--- src/core/motion_status_pkg.sv ---
// Package: register map, status bit positions, reset values and codes
package motion_status_pkg;

  // ==========================================================
  // Register map (printed word offsets are indices; byte = 4x)
  // ==========================================================
  localparam logic [7:0] X_STATUS_IDX   = 8'h03;
  localparam logic [7:0] Y_STATUS_IDX   = 8'h0a;
  localparam logic [7:0] IRQ_STATUS_IDX = 8'h20;
  localparam logic [7:0] IRQ_MASK_IDX   = 8'h21;
  localparam logic [7:0] SIGN_CTRL_IDX  = 8'h22;

  // ==========================================================
  // Status word bit positions
  // ==========================================================
  localparam int BIT_NEG     = 0;
  localparam int BIT_EMG     = 1;
  localparam int BIT_PAUSE   = 2;
  localparam int BIT_STOP    = 3;
  localparam int BIT_POS     = 4;
  localparam int BIT_JOG     = 5;
  localparam int BIT_STEP    = 6;
  localparam int BIT_HOME    = 7;
  localparam int BIT_DONE    = 8;
  localparam int BIT_DWELL   = 9;
  localparam int BIT_SCALE   = 10;
  localparam int BIT_HOFS    = 11;
  localparam int BIT_ACTCLR  = 12;
  localparam int BIT_PARCLR  = 13;
  localparam int BIT_ORGSET  = 14;
  localparam int BIT_PAROK   = 15;

  // Reset value: only the stop flag starts high
  localparam logic [15:0] STATUS_RESET = 16'h0008;

  // Bits that a system error leaves alone (scale, offset, clears, par ok)
  // The emergency bit is also kept: it may read one or stay unchanged.
  localparam logic [15:0] SYSERR_KEEP  = 16'hbc02;

  // Interrupt status bits: X word changed, Y word changed
  localparam int IRQ_X = 0;
  localparam int IRQ_Y = 1;

  // Coefficient 1.0 in the 8.8 fixed point speed scaling input
  localparam logic [15:0] SCALE_UNITY  = 16'h0100;

  // ==========================================================
  // Command and event codes
  // ==========================================================
  typedef enum logic [3:0] {
    CMD_NONE      = 4'h0,
    CMD_LAUNCH    = 4'h1,
    CMD_DECEL     = 4'h2,
    CMD_JOG       = 4'h3,
    CMD_STEP      = 4'h4,
    CMD_HOME      = 4'h5,
    CMD_SCALE     = 4'h6,
    CMD_PAUSE     = 4'h7,
    CMD_RESUME    = 4'h8,
    CMD_EMERGENCY = 4'h9,
    CMD_FAULT_CLR = 4'ha,
    CMD_SET_POS   = 4'hb,
    CMD_HOFS_ON   = 4'hc,
    CMD_HOFS_OFF  = 4'hd
  } cmd_t;

  // Axis selector: X, Y, or interpolation (both)
  typedef enum logic [1:0] {
    AXIS_X    = 2'h1,
    AXIS_Y    = 2'h2,
    AXIS_BOTH = 2'h3
  } axis_t;

endpackage

--- src/core/axis_motion_status_word.sv ---
// Two-axis motion status word bank with AXI4-Lite register access
//
// Design decision made here: the AXI4-Lite interface to the registers.
module axis_motion_status_word
  import motion_status_pkg::*;
(
  // Clock and reset
  input  wire logic                    aclk,
  input  wire logic                    aresetn,
  // AXI4-Lite write address
  input  wire logic                    s_axi_awvalid,
  output logic                         s_axi_awready,
  input  wire logic [9:0]              s_axi_awaddr,
  // AXI4-Lite write data
  input  wire logic                    s_axi_wvalid,
  output logic                         s_axi_wready,
  input  wire logic [31:0]             s_axi_wdata,
  input  wire logic [3:0]              s_axi_wstrb,
  // AXI4-Lite write response
  output logic                         s_axi_bvalid,
  input  wire logic                    s_axi_bready,
  output logic [1:0]                   s_axi_bresp,
  // AXI4-Lite read address
  input  wire logic                    s_axi_arvalid,
  output logic                         s_axi_arready,
  input  wire logic [9:0]              s_axi_araddr,
  // AXI4-Lite read data
  output logic                         s_axi_rvalid,
  input  wire logic                    s_axi_rready,
  output logic [31:0]                  s_axi_rdata,
  output logic [1:0]                   s_axi_rresp,
  // Command from the unit's interpreter (same clock)
  input  wire logic                    cmd_valid,
  input  motion_status_pkg::cmd_t      cmd_code,
  input  motion_status_pkg::axis_t     cmd_axis,
  input  wire logic [15:0]             scale_coef,
  // Per-axis motion events, bit 0 = X, bit 1 = Y (same clock)
  input  wire logic [1:0]              pos_negative,
  input  wire logic [1:0]              origin_valid,
  input  wire logic [1:0]              moving,
  input  wire logic [1:0]              move_complete,
  input  wire logic [1:0]              decel_done,
  input  wire logic [1:0]              intr_done,
  input  wire logic [1:0]              step_done,
  input  wire logic [1:0]              home_done,
  input  wire logic [1:0]              dwell_start,
  input  wire logic [1:0]              dwell_end,
  input  wire logic [1:0]              sys_error,
  // External interrupt pins, asynchronous
  input  wire logic [1:0]              ext_interrupt_pin,
  // Data store events (same clock)
  input  wire logic                    wipe_actions,
  input  wire logic                    wipe_params,
  input  wire logic                    action_stored,
  input  wire logic                    param_stored,
  input  wire logic                    params_in_range,
  // Interrupt
  output logic                         irq
);

  // ==========================================================
  // State
  // ==========================================================
  typedef enum logic [1:0] {
    WR_IDLE = 2'b00,
    WR_ADDR = 2'b01,
    WR_RESP = 2'b11,
    WR_DATA = 2'b10
  } wr_state_t;

  typedef struct packed {
    logic [15:0] xs;
    logic [15:0] ys;
    logic [1:0]  irq_st;
    logic [1:0]  irq_mask;
    logic [1:0]  ext_s1;
    logic [1:0]  ext_s2;
    logic [1:0]  ext_q;
    wr_state_t   wst;
    logic [7:0]  waddr;
    logic [31:0] wdata;
    logic [3:0]  wstrb;
    logic        awready;
    logic        wready;
    logic        bvalid;
    logic [1:0]  bresp;
    logic        arready;
    logic        rvalid;
    logic [31:0] rdata;
    logic [1:0]  rresp;
    logic        irq;
  } state_t;

  state_t st_reg;
  state_t st_next;
  logic [15:0] x_next;
  logic [15:0] y_next;
  logic [1:0]  hit;
  logic [1:0]  ext_rise;

  // Byte address to word index
  function automatic logic [7:0] word_idx(input logic [9:0] a);
    word_idx = a[9:2];
  endfunction

  // ==========================================================
  // Axis routing
  // ==========================================================
  // prefix picks the word
  assign hit[0] = cmd_valid && cmd_axis[0];
  assign hit[1] = cmd_valid && cmd_axis[1];
  // External interrupt edge after the two synchroniser stages
  assign ext_rise = st_reg.ext_s2 & ~st_reg.ext_q;

  axis_flag_engine u_x (
    .cur             (st_reg.xs),
    .hit             (hit[0]),
    .cmd             (cmd_code),
    .scale_coef      (scale_coef),
    .pos_negative    (pos_negative[0]),
    .origin_valid    (origin_valid[0]),
    .moving          (moving[0]),
    .ext_interrupt   (ext_rise[0]),
    .move_complete   (move_complete[0]),
    .decel_done      (decel_done[0]),
    .intr_done       (intr_done[0]),
    .step_done       (step_done[0]),
    .home_done       (home_done[0]),
    .dwell_start     (dwell_start[0]),
    .dwell_end       (dwell_end[0]),
    .wipe_actions    (wipe_actions),
    .wipe_params     (wipe_params),
    .action_stored   (action_stored),
    .param_stored    (param_stored),
    .params_in_range (params_in_range),
    .sys_error       (sys_error[0]),
    .nxt             (x_next)
  );

  axis_flag_engine u_y (
    .cur             (st_reg.ys),
    .hit             (hit[1]),
    .cmd             (cmd_code),
    .scale_coef      (scale_coef),
    .pos_negative    (pos_negative[1]),
    .origin_valid    (origin_valid[1]),
    .moving          (moving[1]),
    .ext_interrupt   (ext_rise[1]),
    .move_complete   (move_complete[1]),
    .decel_done      (decel_done[1]),
    .intr_done       (intr_done[1]),
    .step_done       (step_done[1]),
    .home_done       (home_done[1]),
    .dwell_start     (dwell_start[1]),
    .dwell_end       (dwell_end[1]),
    .wipe_actions    (wipe_actions),
    .wipe_params     (wipe_params),
    .action_stored   (action_stored),
    .param_stored    (param_stored),
    .params_in_range (params_in_range),
    .sys_error       (sys_error[1]),
    .nxt             (y_next)
  );

  // ==========================================================
  // Next state
  // ==========================================================
  always_comb begin
    logic [1:0] clr;
    logic [1:0] mset;
    logic       wdo;
    clr  = 2'b00;
    mset = 2'b00;
    wdo  = 1'b0;
    st_next = st_reg;

    // Two-flop synchronisers; only stage two feeds logic
    st_next.ext_s1 = ext_interrupt_pin;
    st_next.ext_s2 = st_reg.ext_s1;
    st_next.ext_q  = st_reg.ext_s2;

    st_next.xs = x_next;
    st_next.ys = y_next;

    // Write channel: address and data in either order
    case (st_reg.wst)
      WR_IDLE: begin
        st_next.awready = 1'b1;
        st_next.wready  = 1'b1;
        if (s_axi_awvalid && st_reg.awready) begin
          st_next.waddr   = word_idx(s_axi_awaddr);
          st_next.awready = 1'b0;
        end
        if (s_axi_wvalid && st_reg.wready) begin
          st_next.wdata  = s_axi_wdata;
          st_next.wstrb  = s_axi_wstrb;
          st_next.wready = 1'b0;
        end
        if (s_axi_awvalid && st_reg.awready &&
            s_axi_wvalid && st_reg.wready) begin
          st_next.wst = WR_RESP;
          wdo = 1'b1;
        end else if (s_axi_awvalid && st_reg.awready) begin
          st_next.wst = WR_ADDR;
        end else if (s_axi_wvalid && st_reg.wready) begin
          st_next.wst = WR_DATA;
        end
      end
      WR_ADDR: begin
        if (s_axi_wvalid && st_reg.wready) begin
          st_next.wdata  = s_axi_wdata;
          st_next.wstrb  = s_axi_wstrb;
          st_next.wready = 1'b0;
          st_next.wst    = WR_RESP;
          wdo = 1'b1;
        end
      end
      WR_DATA: begin
        if (s_axi_awvalid && st_reg.awready) begin
          st_next.waddr   = word_idx(s_axi_awaddr);
          st_next.awready = 1'b0;
          st_next.wst     = WR_RESP;
          wdo = 1'b1;
        end
      end
      WR_RESP: begin
        if (st_reg.bvalid && s_axi_bready) begin
          st_next.bvalid  = 1'b0;
          st_next.awready = 1'b1;
          st_next.wready  = 1'b1;
          st_next.wst     = WR_IDLE;
        end
      end
      default: st_next.wst = WR_IDLE;
    endcase

    // Register write effect, decided once both halves are held
    if (wdo) begin
      logic [7:0]  a;
      logic [31:0] d;
      logic [3:0]  s;
      a = st_next.waddr;
      d = st_next.wdata;
      s = st_next.wstrb;
      st_next.bvalid = 1'b1;
      st_next.bresp  = 2'b00;
      case (a)
        // writes to status words are refused
        X_STATUS_IDX, Y_STATUS_IDX: st_next.bresp = 2'b10;
        IRQ_STATUS_IDX: if (s[0]) clr = d[1:0];
        IRQ_MASK_IDX:   if (s[0]) begin
          mset = 2'b11;
          st_next.irq_mask = d[1:0];
        end
        SIGN_CTRL_IDX:  ;
        default: st_next.bresp = 2'b10;
      endcase
    end

    // Sticky change flags; a new event wins over the clear
    st_next.irq_st = (st_reg.irq_st & ~clr) |
                     {(y_next != st_reg.ys), (x_next != st_reg.xs)};
    st_next.irq    = |(st_next.irq_st & st_next.irq_mask);

    // Read channel: one read at a time
    if (st_reg.rvalid) begin
      if (s_axi_rready) begin
        st_next.rvalid  = 1'b0;
        st_next.arready = 1'b1;
      end
    end else if (s_axi_arvalid && st_reg.arready) begin
      st_next.arready = 1'b0;
      st_next.rvalid  = 1'b1;
      st_next.rresp   = 2'b00;
      case (word_idx(s_axi_araddr))
        X_STATUS_IDX:   st_next.rdata = {16'h0000, st_reg.xs};
        Y_STATUS_IDX:   st_next.rdata = {16'h0000, st_reg.ys};
        IRQ_STATUS_IDX: st_next.rdata = {30'h0, st_reg.irq_st};
        IRQ_MASK_IDX:   st_next.rdata = {30'h0, st_reg.irq_mask};
        default: begin
          st_next.rdata = 32'h0000_0000;
          st_next.rresp = 2'b10;
        end
      endcase
    end else begin
      st_next.arready = 1'b1;
    end
  end

  // ==========================================================
  // Registers
  // ==========================================================
  always_ff @(posedge aclk) begin
    if (!aresetn) begin
      st_reg          <= '0;
      st_reg.xs       <= STATUS_RESET;
      st_reg.ys       <= STATUS_RESET;
      st_reg.wst      <= WR_IDLE;
    end else begin
      st_reg <= st_next;
    end
  end

  // Outputs straight from flip-flops
  assign s_axi_awready = st_reg.awready;
  assign s_axi_wready  = st_reg.wready;
  assign s_axi_bvalid  = st_reg.bvalid;
  assign s_axi_bresp   = st_reg.bresp;
  assign s_axi_arready = st_reg.arready;
  assign s_axi_rvalid  = st_reg.rvalid;
  assign s_axi_rdata   = st_reg.rdata;
  assign s_axi_rresp   = st_reg.rresp;
  assign irq           = st_reg.irq;

endmodule

--- src/core/axis_flag_engine.sv ---
// Per-axis flag update logic for one motion status word
module axis_flag_engine
  import motion_status_pkg::*;
(
  // Current word
  input  wire logic [15:0]       cur,
  // Command and events for this axis
  input  wire logic              hit,
  input  motion_status_pkg::cmd_t cmd,
  input  wire logic [15:0]       scale_coef,
  input  wire logic              pos_negative,
  input  wire logic              origin_valid,
  input  wire logic              moving,
  input  wire logic              ext_interrupt,
  input  wire logic              move_complete,
  input  wire logic              decel_done,
  input  wire logic              intr_done,
  input  wire logic              step_done,
  input  wire logic              home_done,
  input  wire logic              dwell_start,
  input  wire logic              dwell_end,
  input  wire logic              wipe_actions,
  input  wire logic              wipe_params,
  input  wire logic              action_stored,
  input  wire logic              param_stored,
  input  wire logic              params_in_range,
  input  wire logic              sys_error,
  // Next word
  output logic [15:0]            nxt
);

  function automatic logic is_cmd(input logic h, input cmd_t c,
                                  input cmd_t want);
    is_cmd = h && (c == want);
  endfunction

  // Flag update; later assignments carry priority
  always_comb begin
    nxt = cur;
    nxt[BIT_NEG] = pos_negative && origin_valid;
    if (is_cmd(hit, cmd, CMD_FAULT_CLR)) nxt[BIT_EMG] = 1'b0;
    if (is_cmd(hit, cmd, CMD_EMERGENCY) || ext_interrupt)
      nxt[BIT_EMG] = 1'b1;
    if (is_cmd(hit, cmd, CMD_PAUSE)) nxt[BIT_PAUSE] = 1'b1;
    if (is_cmd(hit, cmd, CMD_RESUME) || is_cmd(hit, cmd, CMD_DECEL) ||
        is_cmd(hit, cmd, CMD_EMERGENCY) || ext_interrupt)
      nxt[BIT_PAUSE] = 1'b0;
    nxt[BIT_STOP] = !moving;
    if (is_cmd(hit, cmd, CMD_LAUNCH) || is_cmd(hit, cmd, CMD_JOG) ||
        is_cmd(hit, cmd, CMD_STEP) || is_cmd(hit, cmd, CMD_HOME))
      nxt[BIT_STOP] = 1'b0;
    if (move_complete || decel_done || intr_done) nxt[BIT_POS] = 1'b0;
    if (is_cmd(hit, cmd, CMD_LAUNCH)) nxt[BIT_POS] = 1'b1;
    if (decel_done || intr_done) nxt[BIT_JOG] = 1'b0;
    if (is_cmd(hit, cmd, CMD_JOG)) nxt[BIT_JOG] = 1'b1;
    if (step_done) nxt[BIT_STEP] = 1'b0;
    if (is_cmd(hit, cmd, CMD_STEP)) nxt[BIT_STEP] = 1'b1;
    if (home_done || decel_done) nxt[BIT_HOME] = 1'b0;
    if (is_cmd(hit, cmd, CMD_HOME)) nxt[BIT_HOME] = 1'b1;
    if (dwell_start) nxt[BIT_DWELL] = 1'b1;
    if (dwell_end || is_cmd(hit, cmd, CMD_EMERGENCY))
      nxt[BIT_DWELL] = 1'b0;
    if (dwell_end && cur[BIT_DWELL]) nxt[BIT_DONE] = 1'b1;
    if (is_cmd(hit, cmd, CMD_LAUNCH)) nxt[BIT_DONE] = 1'b0;
    if (is_cmd(hit, cmd, CMD_SCALE))
      nxt[BIT_SCALE] = (scale_coef != SCALE_UNITY);
    if (is_cmd(hit, cmd, CMD_HOFS_ON))  nxt[BIT_HOFS] = 1'b1;
    if (is_cmd(hit, cmd, CMD_HOFS_OFF)) nxt[BIT_HOFS] = 1'b0;
    // actions wiped; a new action wins
    if (wipe_actions)  nxt[BIT_ACTCLR] = 1'b1;
    if (action_stored) nxt[BIT_ACTCLR] = 1'b0;
    if (wipe_params)  nxt[BIT_PARCLR] = 1'b1;
    if (param_stored) nxt[BIT_PARCLR] = 1'b0;
    if (home_done || is_cmd(hit, cmd, CMD_SET_POS))
      nxt[BIT_ORGSET] = 1'b1;
    nxt[BIT_PAROK] = params_in_range;
    // System error forces defaults on affected bits
    if (sys_error)
      nxt = (nxt & SYSERR_KEEP) | (STATUS_RESET & ~SYSERR_KEEP);
  end

endmodule

--- config.mk ---
export PLATFORM = sky130hd
export DESIGN_NAME = axis_motion_status_word
export DESIGN_NICKNAME = d
export VERILOG_FILES = /design/src/core/motion_status_pkg.sv /design/src/core/axis_motion_status_word.sv /design/src/core/axis_flag_engine.sv
export SDC_FILE = /design/constraint.sdc
export NUM_CORES = 1
export LEC_CHECK = 0
export ABC_CLOCK_PERIOD_IN_PS = 2400
export CAP_MARGIN = 20
export CELL_PAD_IN_SITES_DETAIL_PLACEMENT = 2
export CELL_PAD_IN_SITES_GLOBAL_PLACEMENT = 2
export CORE_UTILIZATION = 36
export DETAILED_ROUTE_END_ITERATION = 7
export DONT_BUFFER_PORTS = 1
export HOLD_SLACK_MARGIN = 0.1
export PLACE_DENSITY_LB_ADDON = 0.08
export SYNTH_ARGS = -nofsm -noshare
export SYNTH_HDL_FRONTEND = slang
export SYNTH_HIERARCHICAL = 1
export SYNTH_SLANG_ARGS = --single-unit
export TNS_END_PERCENT = 20
--- constraint.sdc ---
create_clock -name aclk -period 2.4 [get_ports aclk]
set_input_delay 0.12 -clock aclk [delete_from_list [all_inputs] [get_ports aclk]]
set_output_delay 0.12 -clock aclk [all_outputs]
set_load 0.01 [all_outputs]
==> tab_implementation.tex <==
\begin{tabular}{lr}
\hline
Metric & Value \\
\hline
\multicolumn{2}{l}{\textbf{CTS}} \\
\quad Clock insertion delay at the later pin of the skew report & 0.34 ns \\
\quad Clock transition at the register clock pins on the worst setup and hold paths after CTS & 0.06 ns \\
\quad Maximum buffer depth of the clock tree & 2 \\
\quad Total clock buffers created by CTS & 9 \\
\quad Clk root buf & sky130\_fd\_sc\_hd\_\_clkbuf\_16 \\
\quad Count of clock tree sinks & 79 \\
\quad Maximum level of the CTS H-tree & 3 \\
\quad Post-CTS Setup Repair Bufs & 0 \\
\quad Clock tree from TritonCTS & yes \\
\multicolumn{2}{l}{\textbf{Synth}} \\
\quad Post-synthesis instance area & 4190 um2 \\
\quad Count of yosys warnings during synthesis & 6 \\
\quad Fraction of post-synthesis cell area in the top cell type by area & 0.377 \\
\quad \#FFs+latches synth & 79 \\
\quad Leading register cell type out of synthesis & sky130\_fd\_sc\_hd\_\_dfxtp\_1 \\
\quad Synthesized area per cell & 8.73 um2 \\
\quad Cell count after synthesis & 480 \\
\quad Dominant cells by area after synthesis & sky130\_fd\_sc\_hd\_\_dfxtp\_1, sky130\_fd\_sc\_hd\_\_buf\_4, sky130\_fd\_sc\_hd\_\_xor2\_1 \\
\quad Area leader, netlist & sky130\_fd\_sc\_hd\_\_dfxtp\_1 \\
\quad Proportion of synthesized chip area in sequential cells & 0.377 \\
\quad Count of distinct cell types in the synthesized netlist & 53 \\
\quad Count of flip-flops with a built-in enable after synthesis & 0 \\
\quad Async SR Flop Fraction & 0 \\
\multicolumn{2}{l}{\textbf{STA}} \\
\quad Worst hold-check slack & 0.107 ns \\
\quad Worst setup skew after layout & 0.00474 ns \\
\quad Fin. Hold Viols & 0 \\
\quad Setup repair after global routing missed its margin & false \\
\quad Final count of negative-setup-slack endpoints & 0 \\
\quad Maximum achievable frequency & 452 MHz \\
\quad Post-layout minimum cycle time & 2.21 ns \\
\quad Share of the clock period used by the worst path & 0.922 \\
\quad Slew at the pin closest to its max-slew limit & 0.525 ns \\
\quad Slew margin rel. & 0.647 \\
\quad Number of max-slew violations in the final report & 0 \\
\multicolumn{2}{l}{\textbf{Hold path}} \\
\quad Hold path startpoint & wipe\_params \\
\quad Hold Path Stages & 3 \\
\quad Worst hold path type & input port to register \\
\quad Worst hold path endpoint & st\_reg[127] \\
\multicolumn{2}{l}{\textbf{Critical path}} \\
\quad Maximum fanout encountered on the critical timing path & 8 \\
\quad Worst Setup Path Type & input port to register \\
\quad Worst setup slack for register-to-register paths & 0.25 ns \\
\quad Critical Path AT & 2.44 ns \\
\quad Worst R2R Start & st\_next[89] \\
\quad Sort of element at the end of the critical path & register \\
\quad R2r endpoint & irq \\
\quad Reg2reg path depth & 7 \\
\quad Critical path launch point type & input port \\
\quad Required time of the critical path & 2.63 ns \\
\multicolumn{2}{l}{\textbf{GRT}} \\
\quad Number of antenna violations at the first check in global routing & 0 \\
\quad Via count of the first global-routing pass & 3753 \\
\quad Remaining global-route overflow & 0 \\
\quad GRT Util Overall & 0.223 \\
\quad Global-route wire length before repair & 19.9 mm \\
\quad Largest net degree at the start of global routing & 78 \\
\multicolumn{2}{l}{\textbf{Place}} \\
\quad Number of buffers inserted by port buffering & 0 \\
\quad Routability Congestion & 0.766 \\
\quad Placed instance count & 599 \\
\quad Hpwl dp & 8.94 mm \\
\multicolumn{2}{l}{\textbf{Power and ir drop}} \\
\quad Lkg Pwr & 2.02 nW \\
\quad Ratio of total power to cell area & 648 nW/um2 \\
\quad Largest vdd supply drop & 0.541 mV \\
\multicolumn{2}{l}{\textbf{Cells and area}} \\
\quad Max reg flops & 51 \\
\quad Total number of nets in the final design & 620 \\
\quad Area growth from synthesis to layout & 16.8\% \\
\quad Share of final-layout standard cells stronger than drive strength 1 & 0.0902 \\
\quad Share of the core filled with cells & 0.431 \\
\quad Count of antenna diodes in the layout & 0 \\
\quad Number of cells in the finished layout apart from fillers & 653 \\
\multicolumn{2}{l}{\textbf{Die}} \\
\quad Floorplan Core Area & 11400 um2 \\
\quad Num rows & 39 \\
\quad Width of the die & 110 um \\
\quad Overall die height & 110 um \\
\quad Die area & 12100 um2 \\
\quad Starting Density & 0.369 \\
\quad Ports placed on the boundary & 157 \\
\multicolumn{2}{l}{\textbf{Routing}} \\
\quad Final wirelength & 12.9 mm \\
\quad Count of antenna-violating nets left after detailed routing & 0 \\
\quad 1st-pass router iterations & 4 \\
\quad Ratio of routed vias to standard cells & 5.37 \\
\quad Total met3 wirelength after detailed routing & 699 um \\
\quad Iteration-0 DRC count of the detailed router & 146 \\
\quad Length of routed wiring on met1 & 5.78 mm \\
\quad Drt wl/cell & 19.7 um \\
\quad Vias & 3504 \\
\quad Top layer used by detailed routing & met4 \\
\quad Met2 wire length & 6.27 mm \\
\quad Remaining design rule violation count & 0 \\
\multicolumn{2}{l}{\textbf{Outcome}} \\
\quad Result of the run & finished clean \\
\multicolumn{2}{l}{\textbf{Job}} \\
\quad Number of max-capacitance violations reported & 0 \\
\hline
\end{tabular}
## where the power goes
group / switching [W] / internal [W] / leakage [nW]
logic: 0.000191 / 0.000173 / 1.24
clock network: 0.000543 / 0.000834 / 0.140
registers: 0.0000623 / 0.00137 / 0.646
total: 0.000796 / 0.00238 / 2.02
## cells by family after synthesis
group / Yosys count / synth area share
mux: 8 / 0.0206
compound gates: 81 / 0.144
buf+inv: 66 / 0.0943
simple gates: 211 / 0.292
other cells: 1 / 0.000895
flops: 79 / 0.377
xor+xnor: 34 / 0.0710
## routing by layer
| metal | global-route usage | vias to the layer above |
|---|---|---|
| met5 | 0 | - |
| met1 | 0.279 | 1732 |
| li1 | - | 1682 |
| met4 | 0.0486 | 0 |
| met2 | 0.379 | 83 |
| met3 | 0.0611 | 7 |
## placed cells by master, fill, tap and decap left out, types with 5 or more instances in the layout
master,synthesis,layout
sky130_fd_sc_hd__nor3b_1,16,16
sky130_fd_sc_hd__nand2_1,33,33
sky130_fd_sc_hd__o21ai_0,10,10
sky130_fd_sc_hd__nor2_1,48,48
sky130_fd_sc_hd__xor2_1,32,32
sky130_fd_sc_hd__buf_4,38,17
sky130_fd_sc_hd__nor4b_1,6,6
sky130_fd_sc_hd__dlygate4sd3_1,0,37
sky130_fd_sc_hd__a211oi_1,6,6
sky130_fd_sc_hd__nor4_1,16,15
sky130_fd_sc_hd__a21oi_1,9,9
sky130_fd_sc_hd__dfxtp_1,79,79
sky130_fd_sc_hd__nand4_1,5,5
sky130_fd_sc_hd__a221oi_1,14,14
sky130_fd_sc_hd__conb_1,1,18
sky130_fd_sc_hd__mux2_2,5,5
sky130_fd_sc_hd__a21boi_0,13,13
sky130_fd_sc_hd__and2_1,41,41
sky130_fd_sc_hd__nor2b_1,6,5
sky130_fd_sc_hd__nand3b_1,8,8
sky130_fd_sc_hd__clkbuf_16,0,9
sky130_fd_sc_hd__nand2b_1,10,10
sky130_fd_sc_hd__inv_1,8,8
## synthesized netlist by cell type, drive strengths merged, types with 8 or more instances
master   n
buf     42
nor2    49
a21boi  13
and2    41
o21ai   10
nor3b   16
dfxtp   79
clkbuf  16
nor4    16
nand3b   8
a221oi  14
a21oi    9
xor2    32
inv      8
nand2   33
nand2b  10
## area by class of cell
| class | count | area, um2 |
|---|---|---|
| Fill cell | 1284 | 6470 |
| Multi-Input combinational cell | 352 | 2290 |
| Sequential cell | 79 | 1580 |
| Timing Repair Buffer | 55 | 526 |
| Clock inverter | 3 | 42.5 |
| Inverter | 8 | 30.0 |
| Tap cell | 143 | 179 |
| Clock buffer | 13 | 250 |
## per-stage QoR
| step | worst slack (ns) | power [W] | instance area (um2) | setup TNS (ns) |
|---|---|---|---|---|
| 2_1_floorplan | 0.314 | 0.00173 | 4260 | 0 |
| 3_3_place_gp | 0.0664 | 0.00173 | 4200 | 0 |
| 3_5_place_dp | -0.0288 | 0.00175 | 4200 | -0.0288 |
| 4_1_cts | 0.158 | 0.00322 | 4890 | 0 |
| 5_1_grt | 0.0309 | 0.00331 | 4900 | 0 |
| 6_report | 0.186 | 0.00317 | 4900 | 0 |
## worst max path at each step
| stage | from | end | cells past startpoint |
|---|---|---|---|
| after floorplan | cmd_axis[1] | irq | 9 |
| after global placement | cmd_axis[1] | irq | 9 |
| after detailed placement | cmd_axis[1] | irq | 9 |
| after CTS | st_next[89] | irq | 7 |
| after global routing | st_next[89] | irq | 7 |
| final | sys_error[1] | irq | 8 |
## what timing repair did
item,CTS,global route
hold buffers,38,0
endpoints found under the hold margin,78,0
endpoints found under the setup margin,0,1
resized for setup,0,2
## worst max-delay path: stages
cell,delay (ns)
sky130_fd_sc_hd__dlygate4sd3_1,0.66
sky130_fd_sc_hd__o21bai_1,0.24
sky130_fd_sc_hd__xor2_1,0.16
sky130_fd_sc_hd__nor4_1,0.43
sky130_fd_sc_hd__buf_4,0.19
sky130_fd_sc_hd__nand4_1,0.15
sky130_fd_sc_hd__a211o_1,0.31
sky130_fd_sc_hd__a22o_1,0.19
No activity file was read; power rests on OpenSTA's default activity.
